$ cat config.mk
export PLATFORM = sky130hd
export DESIGN_NAME = cmsg_top
export DESIGN_NICKNAME = d
export VERILOG_FILES = /design/src/design/cmsg_pkg.sv /design/src/design/cmsg_top.sv
export VERILOG_INCLUDE_DIRS = /design/src /design/src/design
export SDC_FILE = /design/constraint.sdc
export NUM_CORES = 1
export LEC_CHECK = 0
export ABC_CLOCK_PERIOD_IN_PS = 2100
export BUFFER_PORTS_ARGS = -buffer_cell sky130_fd_sc_hd__buf_2
export CAP_MARGIN = 20
export CORE_MARGIN = 3
export CORE_UTILIZATION = 50
export DETAILED_ROUTE_END_ITERATION = 10
export HOLD_SLACK_MARGIN = 0.03
export PLACE_DENSITY = 0.72
export RECOVER_POWER = 50
export SLEW_MARGIN = 0
export SYNTH_ARGS = -nofsm -noshare
export SYNTH_HDL_FRONTEND = slang
export SYNTH_SLANG_ARGS = --single-unit
export TNS_END_PERCENT = 30
$ cat constraint.sdc
create_clock -name clk -period 2.1 [get_ports clk]
set_input_delay 0.42 -clock clk [delete_from_list [all_inputs] [get_ports clk]]
set_output_delay 0.42 -clock clk [all_outputs]
set_load 0.01 [all_outputs]
$ cat src/design/cmsg_map.svh
`ifndef CMSG_MAP_SVH
`define CMSG_MAP_SVH
// How it works
// - Any write to the rate meter register clears the edge count; a nonzero byte also starts a new timed measurement window.
// - The window lasts the written byte value times the 40 ns oscillator period, built from a clock divider.
// - A read of the rate meter register returns the pixel clock edges counted in the latest window.
// - The edge count stops at 8'hff and holds there instead of wrapping.
// - Status bit 4 reads 1 in two-lane operation and 0 in single-lane operation.
// - Status bit 3 reads 1 while the audio PLL is locked to the incoming audio serial clock.
// - Status bit 0 reads 1 while receiver clock recovery is locked to the recovered clock.
// - In two-lane operation status bit 0 reads 1 only when both receive channels are locked.
// - With the second port select set, the pin 0 register reaches the second port pin instead of the primary one.
// - The drive value bit reaches the pin only in general-purpose output mode with remote control off.
// - With the far control bit set the pin is forced to an output carrying the value from the remote end.
// - The two-bit setting decodes 00 functional output, 10 tri-state, 01 general-purpose output, 11 input.

`define CMSG_ADDR_METER 8'h1B
`define CMSG_ADDR_STATUS 8'h1C
`define CMSG_ADDR_PIN0 8'h1D
`define CMSG_ADDR_IRQ_STAT 8'h30
`define CMSG_ADDR_IRQ_MASK 8'h31
`define CMSG_ADDR_PORT_SEL 8'h32

`define CMSG_ST_LOCK 0
`define CMSG_ST_RSVD1 1
`define CMSG_ST_AUDIO 3
`define CMSG_ST_TWO_LANE 4
`define CMSG_ST_RSVD5 5

`define CMSG_PIN_FSEL 0
`define CMSG_PIN_DIR 1
`define CMSG_PIN_FAR 2
`define CMSG_PIN_DRV 3

`define CMSG_IRQ_METER_DONE 0
`define CMSG_IRQ_LOCK_CHG 1
`define CMSG_IRQ_AUDIO_CHG 2
`define CMSG_IRQ_LANE_CHG 3

`define CMSG_RST_BYTE 8'h00
`define CMSG_RST_NIB 4'h0
`define CMSG_COUNT_MAX 8'hFF
`define CMSG_CLK_PERIOD_NS 20
`define CMSG_OSC_PERIOD_NS 40
`define CMSG_OSC_DIV_CYCLES ((`CMSG_OSC_PERIOD_NS + `CMSG_CLK_PERIOD_NS - 1) / `CMSG_CLK_PERIOD_NS)
`endif

$ cat src/design/cmsg_pkg.sv
package cmsg_pkg;
   typedef enum logic [0:0] {
      CMSG_IDLE = 1'b0,
      CMSG_MEAS = 1'b1
   } cmsg_meter_state_t;
   typedef enum logic [1:0] {
      CMSG_FUNC_OUT = 2'b00,
      CMSG_GPIO_OUT = 2'b01,
      CMSG_TRISTATE = 2'b10,
      CMSG_GPIO_IN = 2'b11
   } cmsg_pin_mode_t;
endpackage

$ cat src/design/cmsg_top.sv
// Our own choice: the plain strobed port.
`timescale 1ns/10ps
`include "cmsg_map.svh"
module cmsg_top
   import cmsg_pkg::*;
#(
   parameter logic [3:0] SILICON_REVISION = 4'h9 // Arbitrary value
)(
   input wire logic clk,
   input wire logic rst,
   input wire logic [7:0] addr,
   input wire logic [7:0] wr_data,
   input wire logic wr_en,
   input wire logic rd_en,
   output logic [7:0] rd_data,
   output logic irq,
   input wire logic pix_clk_in,
   input wire logic two_lane_active,
   input wire logic lane0_lock,
   input wire logic lane1_lock,
   input wire logic audio_pll_lock,
   input wire logic pin0_func_value,
   input wire logic pin0_far_value,
   input wire logic pin0_in,
   output logic pin0_out,
   output logic pin0_oe,
   input wire logic second_port_pin0_func_value,
   input wire logic second_port_pin0_far_value,
   input wire logic second_port_pin0_in,
   output logic second_port_pin0_out,
   output logic second_port_pin0_oe
);
   localparam logic [1:0] OSC_LAST = 2'(`CMSG_OSC_DIV_CYCLES - 1);

   // Returns {oe, out} for one pin from its four config bits
   function automatic logic [1:0] pin_drive(input logic [3:0] cfg, input logic func_v, input logic far_v);
      cmsg_pin_mode_t mode;
      mode = cmsg_pin_mode_t'({cfg[`CMSG_PIN_DIR], cfg[`CMSG_PIN_FSEL]});
      if (cfg[`CMSG_PIN_FAR]) begin
         pin_drive = {1'b1, far_v};
      end else begin
         unique case (mode)
            CMSG_FUNC_OUT: pin_drive = {1'b1, func_v};
            CMSG_GPIO_OUT: pin_drive = {1'b1, cfg[`CMSG_PIN_DRV]};
            CMSG_TRISTATE: pin_drive = 2'b00;
            CMSG_GPIO_IN: pin_drive = 2'b00;
         endcase
      end
   endfunction

   cmsg_meter_state_t meter_state_r;
   logic [7:0] count_r;
   logic [7:0] window_r;
   logic [1:0] osc_div_r;
   logic pix_prev_r;
   logic meter_done;
   logic osc_tick;
   logic pix_edge;

   logic [3:0] pin0_cfg_r;
   logic [3:0] port1_cfg_r;
   logic second_port_select_r;
   logic [3:0] irq_stat_r;
   logic [3:0] irq_mask_r;
   logic [3:0] irq_event;
   logic lock_prev_r;
   logic audio_prev_r;
   logic lane_prev_r;

   logic lock_now;
   logic [7:0] status_byte;
   logic [7:0] pin_byte;
   logic [7:0] rd_nxt;
   logic [1:0] drv0;
   logic [1:0] drv1;

   logic wr_meter;
   logic wr_pin;
   logic rd_irq;
   assign wr_meter = wr_en && (addr == `CMSG_ADDR_METER);
   assign wr_pin = wr_en && (addr == `CMSG_ADDR_PIN0);
   assign rd_irq = rd_en && (addr == `CMSG_ADDR_IRQ_STAT);

   // Pixel clock is sampled, so only rates below half of clk are counted faithfully
   assign pix_edge = pix_clk_in && !pix_prev_r;
   assign osc_tick = (osc_div_r == OSC_LAST);
   assign meter_done = (meter_state_r == CMSG_MEAS) && osc_tick && (window_r == 8'h01);

   always_ff @(posedge clk or posedge rst) begin
      if (rst) begin
         pix_prev_r <= 1'b0;
      end else begin
         pix_prev_r <= pix_clk_in;
      end
   end

   // Divider restarts on each meter write so the window is exactly value times the period
   always_ff @(posedge clk or posedge rst) begin
      if (rst) begin
         osc_div_r <= 2'h0;
      end else if (wr_meter || osc_tick) begin
         osc_div_r <= 2'h0;
      end else begin
         osc_div_r <= osc_div_r + 2'h1;
      end
   end

   always_ff @(posedge clk or posedge rst) begin
      if (rst) begin
         meter_state_r <= CMSG_IDLE;
         window_r <= `CMSG_RST_BYTE;
      end else if (wr_meter) begin
         // A zero window ends at once with a zero count
         meter_state_r <= (wr_data == 8'h00) ? CMSG_IDLE : CMSG_MEAS;
         window_r <= wr_data;
      end else begin
         unique case (meter_state_r)
            CMSG_IDLE: meter_state_r <= CMSG_IDLE;
            CMSG_MEAS: begin
               if (osc_tick) begin
                  window_r <= window_r - 8'h01;
                  if (window_r == 8'h01) begin
                     meter_state_r <= CMSG_IDLE;
                  end
               end
            end
         endcase
      end
   end

   always_ff @(posedge clk or posedge rst) begin
      if (rst) begin
         count_r <= `CMSG_RST_BYTE;
      end else if (wr_meter) begin
         count_r <= `CMSG_RST_BYTE;
      end else if (meter_state_r == CMSG_MEAS && pix_edge && count_r != `CMSG_COUNT_MAX) begin
         count_r <= count_r + 8'h01;
      end
   end

   assign lock_now = two_lane_active ? (lane0_lock && lane1_lock) : lane0_lock;

   always_comb begin
      status_byte = 8'h00;
      status_byte[`CMSG_ST_RSVD5] = 1'b1;
      status_byte[`CMSG_ST_TWO_LANE] = two_lane_active;
      status_byte[`CMSG_ST_AUDIO] = audio_pll_lock;
      status_byte[`CMSG_ST_LOCK] = lock_now;
   end

   // One stored config per port; the select steers access
   always_ff @(posedge clk or posedge rst) begin
      if (rst) begin
         pin0_cfg_r <= `CMSG_RST_NIB;
         port1_cfg_r <= `CMSG_RST_NIB;
      end else if (wr_pin) begin
         if (second_port_select_r) begin
            port1_cfg_r <= wr_data[3:0];
         end else begin
            pin0_cfg_r <= wr_data[3:0];
         end
      end
   end

   always_ff @(posedge clk or posedge rst) begin
      if (rst) begin
         second_port_select_r <= 1'b0;
      end else if (wr_en && addr == `CMSG_ADDR_PORT_SEL) begin
         second_port_select_r <= wr_data[0];
      end
   end

   assign pin_byte = {SILICON_REVISION, second_port_select_r ? port1_cfg_r : pin0_cfg_r};

   always_ff @(posedge clk or posedge rst) begin
      if (rst) begin
         lock_prev_r <= 1'b0;
         audio_prev_r <= 1'b0;
         lane_prev_r <= 1'b0;
      end else begin
         lock_prev_r <= lock_now;
         audio_prev_r <= audio_pll_lock;
         lane_prev_r <= two_lane_active;
      end
   end

   always_comb begin
      irq_event = 4'h0;
      irq_event[`CMSG_IRQ_METER_DONE] = meter_done;
      irq_event[`CMSG_IRQ_LOCK_CHG] = lock_now != lock_prev_r;
      irq_event[`CMSG_IRQ_AUDIO_CHG] = audio_pll_lock != audio_prev_r;
      irq_event[`CMSG_IRQ_LANE_CHG] = two_lane_active != lane_prev_r;
   end

   // A read clears, but an event in the same cycle still lands
   always_ff @(posedge clk or posedge rst) begin
      if (rst) begin
         irq_stat_r <= `CMSG_RST_NIB;
      end else if (rd_irq) begin
         irq_stat_r <= irq_event;
      end else begin
         irq_stat_r <= irq_stat_r | irq_event;
      end
   end

   always_ff @(posedge clk or posedge rst) begin
      if (rst) begin
         irq_mask_r <= `CMSG_RST_NIB;
      end else if (wr_en && addr == `CMSG_ADDR_IRQ_MASK) begin
         irq_mask_r <= wr_data[3:0];
      end
   end

   always_ff @(posedge clk or posedge rst) begin
      if (rst) begin
         irq <= 1'b0;
      end else begin
         irq <= |(irq_stat_r & irq_mask_r);
      end
   end

   always_comb begin
      rd_nxt = 8'h00;
      unique case (addr)
         `CMSG_ADDR_METER: rd_nxt = count_r;
         `CMSG_ADDR_STATUS: rd_nxt = status_byte;
         `CMSG_ADDR_PIN0: rd_nxt = pin_byte;
         `CMSG_ADDR_IRQ_STAT: rd_nxt = {4'h0, irq_stat_r};
         `CMSG_ADDR_IRQ_MASK: rd_nxt = {4'h0, irq_mask_r};
         `CMSG_ADDR_PORT_SEL: rd_nxt = {7'h00, second_port_select_r};
         default: rd_nxt = 8'h00;
      endcase
   end

   // Read data stands only in the cycle after the strobe
   always_ff @(posedge clk or posedge rst) begin
      if (rst) begin
         rd_data <= 8'h00;
      end else if (rd_en) begin
         rd_data <= rd_nxt;
      end else begin
         rd_data <= 8'h00;
      end
   end

   assign drv0 = pin_drive(pin0_cfg_r, pin0_func_value, pin0_far_value);
   assign drv1 = pin_drive(port1_cfg_r, second_port_pin0_func_value, second_port_pin0_far_value);

   always_ff @(posedge clk or posedge rst) begin
      if (rst) begin
         pin0_oe <= 1'b1;
         pin0_out <= 1'b0;
         second_port_pin0_oe <= 1'b1;
         second_port_pin0_out <= 1'b0;
      end else begin
         pin0_oe <= drv0[1];
         pin0_out <= drv0[1] & drv0[0];
         second_port_pin0_oe <= drv1[1];
         second_port_pin0_out <= drv1[1] & drv1[0];
      end
   end

   // Pin inputs are not read back here; the pad level is visible elsewhere
   logic unused_ok;
   assign unused_ok = pin0_in ^ second_port_pin0_in;
endmodule

Word-level counts from Yosys, hierarchy flattened
Cells that the tools add are included.
W data, S select, Z words.
{"block": "op_classes", "n_addsub": 3, "eq_ne": 18, "muxes": 20, "n_bitwise": 6, "n_reduce_logical": 25}
{"operator": "$mux W8", "count": 6}
{"operator": "$pmux W8 S6", "count": 1}
{"operator": "$eq A8 B5 Y1 const B", "count": 3}
{"operator": "$eq A8 B6 Y1 const B", "count": 3}
{"operator": "$pmux W2 S3", "count": 2}
{"operator": "$logic_and A1 B1 Y1", "count": 11}
{"operator": "$add A8 B1 Y8 const B", "count": 1}
{"operator": "$eq A2 B2 Y1 const B", "count": 4}
{"operator": "$eq A8 B1 Y1 const B", "count": 1}
{"operator": "$logic_not A8 Y1", "count": 1}
{"operator": "$mux W4", "count": 2}
{"operator": "$ne A8 B8 Y1 const B", "count": 1}
{"operator": "$sub A8 B1 Y8 const B", "count": 1}
{"operator": "$eq A2 B1 Y1 const B", "count": 3}
{"operator": "$mux W2", "count": 3}
{"operator": "$reduce_and A2 Y1", "count": 3}
{"operator": "$reduce_bool A2 Y1", "count": 3}
{"operator": "$mux W1", "count": 5}
{"operator": "$and A4 B4 Y4", "count": 1}
{"operator": "$logic_not A2 Y1", "count": 2}
{"operator": "$or A4 B4 Y4", "count": 1}
{"operator": "$reduce_or A2 Y1", "count": 2}
{"operator": "$reduce_or A4 Y1", "count": 1}
{"operator": "$ne A1 B1 Y1", "count": 3}
{"operator": "other kinds (6)", "count": 8}
{"block": "word_totals", "reg_bits": 53, "in_bits": 31, "wordCells": 91}

Longest topological paths before layout
{"block": "logic_depth", "ltp_word": 6, "mapped_depth": 6}

Worst setup path before layout
No wires, ideal clock.
{"block": "synth_path", "path_kind": "input port to flip-flop", "startpoint": "in addr[7]", "endpoint": "reg second_port_select_r", "arrival_ns": 1.678, "setup_slack_ns": 0.294, "stages": 5, "path_buffers": 1, "cell_sequence": "or3b_1 buf_2 or2_4 nor3_1 mux2_1"}
{"block": "synth_via", "elab_chain_cells": 2}
{"item": "start, declared", "line": "cmsg_top.sv:11", "text": "input wire logic [7:0] addr,"}
{"item": "$eq A8 B6 Y1"}
{"item": "$logic_and A1 B1 Y1 (no source line)"}
{"item": "end signal, assigned", "line": "cmsg_top.sv:169", "text": "second_port_select_r <= wr_data[0];"}
{"item": "end, declared", "line": "cmsg_top.sv:62", "text": "logic second_port_select_r;"}
Every way passes these cells.
A chain may end at the register's enable or synchronous reset.

Final worst setup path
{"block": "layout_path", "startpoint": "reg count_r[0]", "endpoint": "reg count_r[5]"}
{"block": "layout_via", "elab_chain_cells": 3, "word_cells_on_any_way": 6}
{"item": "start, declared", "line": "cmsg_top.sv:52", "text": "logic [7:0] count_r;"}
{"item": "start signal, assigned", "line": "cmsg_top.sv:133", "text": "count_r <= `CMSG_RST_BYTE;"}
{"item": "start signal, assigned", "line": "cmsg_top.sv:135", "text": "count_r <= `CMSG_RST_BYTE;"}
{"item": "start signal, assigned", "line": "cmsg_top.sv:137", "text": "count_r <= count_r + 8'h01;"}
{"item": "$add A8 B1 Y8 / $ne A8 B8 Y1 (equally long branches)"}
{"item": "$mux W8 / $logic_and A1 B1 Y1 (equally long branches)"}
{"item": "$mux W8 / $reduce_bool A2 Y1 (equally long branches)"}
Several ways; a longest one is shown, not always the timed one. The select of a mux whose other input is x is not followed.

==> metrics.yaml <==
run_status: "complete, no violations"
synth_top_family_by_area: "simple AND/OR/NAND/NOR gates"
hold_depth: 1
end_kind: "flop"
yosys_warnings: 0
max_freq_mhz: 561
postCtsSetupBuffers: 0
synth-simple-area-share: 0.194
cts_tree: "yes"
synthMuxAreaShare: 0.0946
critPathMaxFanout: 4
synth-edff-count: 0
finalMaxSlewViolations: 0
clock_path_buffers: 2
first_pass_iters: 6
hold_path_class: "in -> reg"
drc: 0
die_x_um: 78.5
grt_max_degree: 54
synth_compound_area_frac: 0.114
antenna_found_initial: 0
async_flop_share: 1.00
ant_nets: 0
overflow: 0
crit_arrival_ns: 1.97
grt_pass1_vias: 2022
worstHoldStart: "pix_clk_in"
drt-total-wl_mm: 5.68
cts_root_buf: "clkbuf_8"
cts_inserted_buffers: 5
fin_nets: 331
relSlewSlack: 0.140
hold_viol_final: 0
cp-start-kind: "flop"
syn_avg_cell_area_um2: 10.5
synth_cells: 250
htree_levels: 2
finalCritPeriodShare: 0.849
io_pins: 44
n_fill_cell: 415
cp.required_ns: 2.29
fin_setup_tns_ns: 0
clk_latency_ns: 0.30
grt_pass1_wl_mm: 9.66
syn-cell-area_mm2: 0.00263
fp.coreArea_mm2: 0.00491
r2r-start: "count_r[0]"
reg2reg_to: "count_r[5]"
ir_drop_uv: 338
powerDensity_mw_per_mm2: 741
period_needed_ns: 1.78
hold_buffers: 0
portBuffers: 41
wl_per_cell_um: 15.6
die_h_um: 78.5
antennaDiodeCount: 0
hpwl_mm: 4.07
rows: 25
worstMarginPinSlew_ns: 1.29
synthXorXnorAreaFrac: 0.0466
reg2reg_depth: 5
path_class: "reg -> reg"
grt_usage: 0.200
cts.sinks: 53
min_to: "pix_prev_r"
finalClockSkew_ns: 0.00652
grt_setup_unrepaired: "false"
dp_cells: 356
gp_congestion: 0.881
via_count: 2046
yosys_most_used_dff: "dfrtp_1"
final_cells: 364
drt_iter0_drc: 98
max_cap_viol_count: 0
clk_pin_slew_ns: 0.09
cellLeakagePower_nw: 1.33
avgViaCountPerCell: 5.62
setup_violations: 0
initial_core_util: 0.536
seq_area_frac_synth: 0.505
reg2reg_slack_ns: 0.32
ys_seq_elements: 53
area_growth_syn_to_layout_pct: 16.2
synthAdderAreaFrac: 0.0190
synth.distinct_cells: 53
power_w: 0.00227
syn-num-nets: 285
drive_gt1_frac: 0.246
cts_resized: 0
dieArea_mm2: 0.00617
[per-layer routing]
layer  vias up  track usage  wire, um
li1        998            -         -
met1       997        0.259      2560
met2        45        0.337      2780
met3         6       0.0390       253
met4         0       0.0664        90
met5         -            0         0
[cell usage in the layout, fill, tap and decap left out, drive strengths merged, types with 3 or more instances in the layout]
cell	n
nor4	4
nand3	11
o21ai	10
nor2	15
or3b	3
a21oi	8
ha	4
and3	3
mux2i	8
a21o	4
xor2	5
nor3	13
nand2	20
buf	43
xnor2	9
clkbuf	8
mux2	15
inv	11
dfrtp	51
nor2b	5
a22oi	5
[cells in the mapped netlist, types with 3 or more instances]
cell	n	share of area
a22oi_1	5	0.014
nor2b_1	5	0.012
xor2_1	5	0.017
nand2_1	20	0.029
a21oi_1	8	0.015
xnor2_1	9	0.030
inv_1	11	0.016
nor2_1	15	0.021
o21ai_0	10	0.019
nand3_1	11	0.021
clkbuf_1	4	0.0057
mux2i_1	8	0.030
ha_1	4	0.019
nor3_1	12	0.023
and3_1	3	0.0071
a21o_1	4	0.011
nor4_1	4	0.0095
mux2_2	14	0.060
dfrtp_1	51	0.49
[stage by stage]
stage	area [um^2]	hold WS, ns	utilization	worst slack, ns
3_5_place_dp	2940	0.439	0.599	0.161
3_3_place_gp	2940	0.428	0.599	0.206
6_report	3060	0.238	0.623	0.318
4_1_cts	3080	0.151	0.626	0.299
5_1_grt	3060	0.216	0.623	0.0918
2_1_floorplan	2630	0.413	-	0.294
[registers in the layout, indices dropped and copies added (netlist names)]
register and cells:
pin0_out 1, irq 1, pin0_cfg_r 4, count_r 8, second_port_pin0_out 1, audio_prev_r 1, second_port_pin0_oe 1, meter_state_r 1
irq_stat_r 4, window_r 8, lock_prev_r 1, pix_prev_r 1, pin0_oe 1, second_port_select_r 1, port1_cfg_r 4, lane_prev_r 1
irq_mask_r 4, rd_data 8, osc_div_r 2
[critical path, cell delays in order (launching register included)]
cell,delay [ns]
dfrtp_1,0.44
ha_1,0.25
and3_1,0.22
a2111oi_0,0.54
xnor2_1,0.17
nor2_1,0.05
[where the power goes]
part	switching, W	internal, W	total, W
clock	0.000336	0.000474	0.000810
sequential	0.0000744	0.00110	0.00117
combinational	0.000158	0.000128	0.000286
total	0.000568	0.00170	0.00227
[cell type report]
class	count	area (um^2)	share of cell area
flip-flops and latches	53	1330	0.435
multi-input cells	179	1230	0.403
repair buffers	46	238	0.0777
well taps	67	83.8	0.0274
clock buffers	5	68.8	0.0225
clock inverters	3	65.1	0.0213
inverters	11	41.3	0.0135
[worst max path at each step]
| stage | from | cells after the start | endpoint |
|---|---|---|---|
| global placement | addr[3] | 5 | second_port_select_r |
| floorplan | addr[7] | 5 | second_port_select_r |
| finish | count_r[0] | 5 | count_r[5] |
| detailed placement | addr[3] | 5 | irq_mask_r[3] |
| global route | count_r[0] | 5 | count_r[5] |
| CTS | count_r[0] | 5 | count_r[5] |
[cells by family (layout without fill, tap and decap cells)]
| family | after synthesis | in the layout |
|---|---|---|
| compound gates | 45 | 45 |
| xor+xnor | 14 | 14 |
| fa+ha+maj | 4 | 4 |
| buf+inv | 18 | 65 |
| flops | 53 | 53 |
| mux | 23 | 23 |
| simple gates | 93 | 93 |
(Power assumes the default switching activity.)
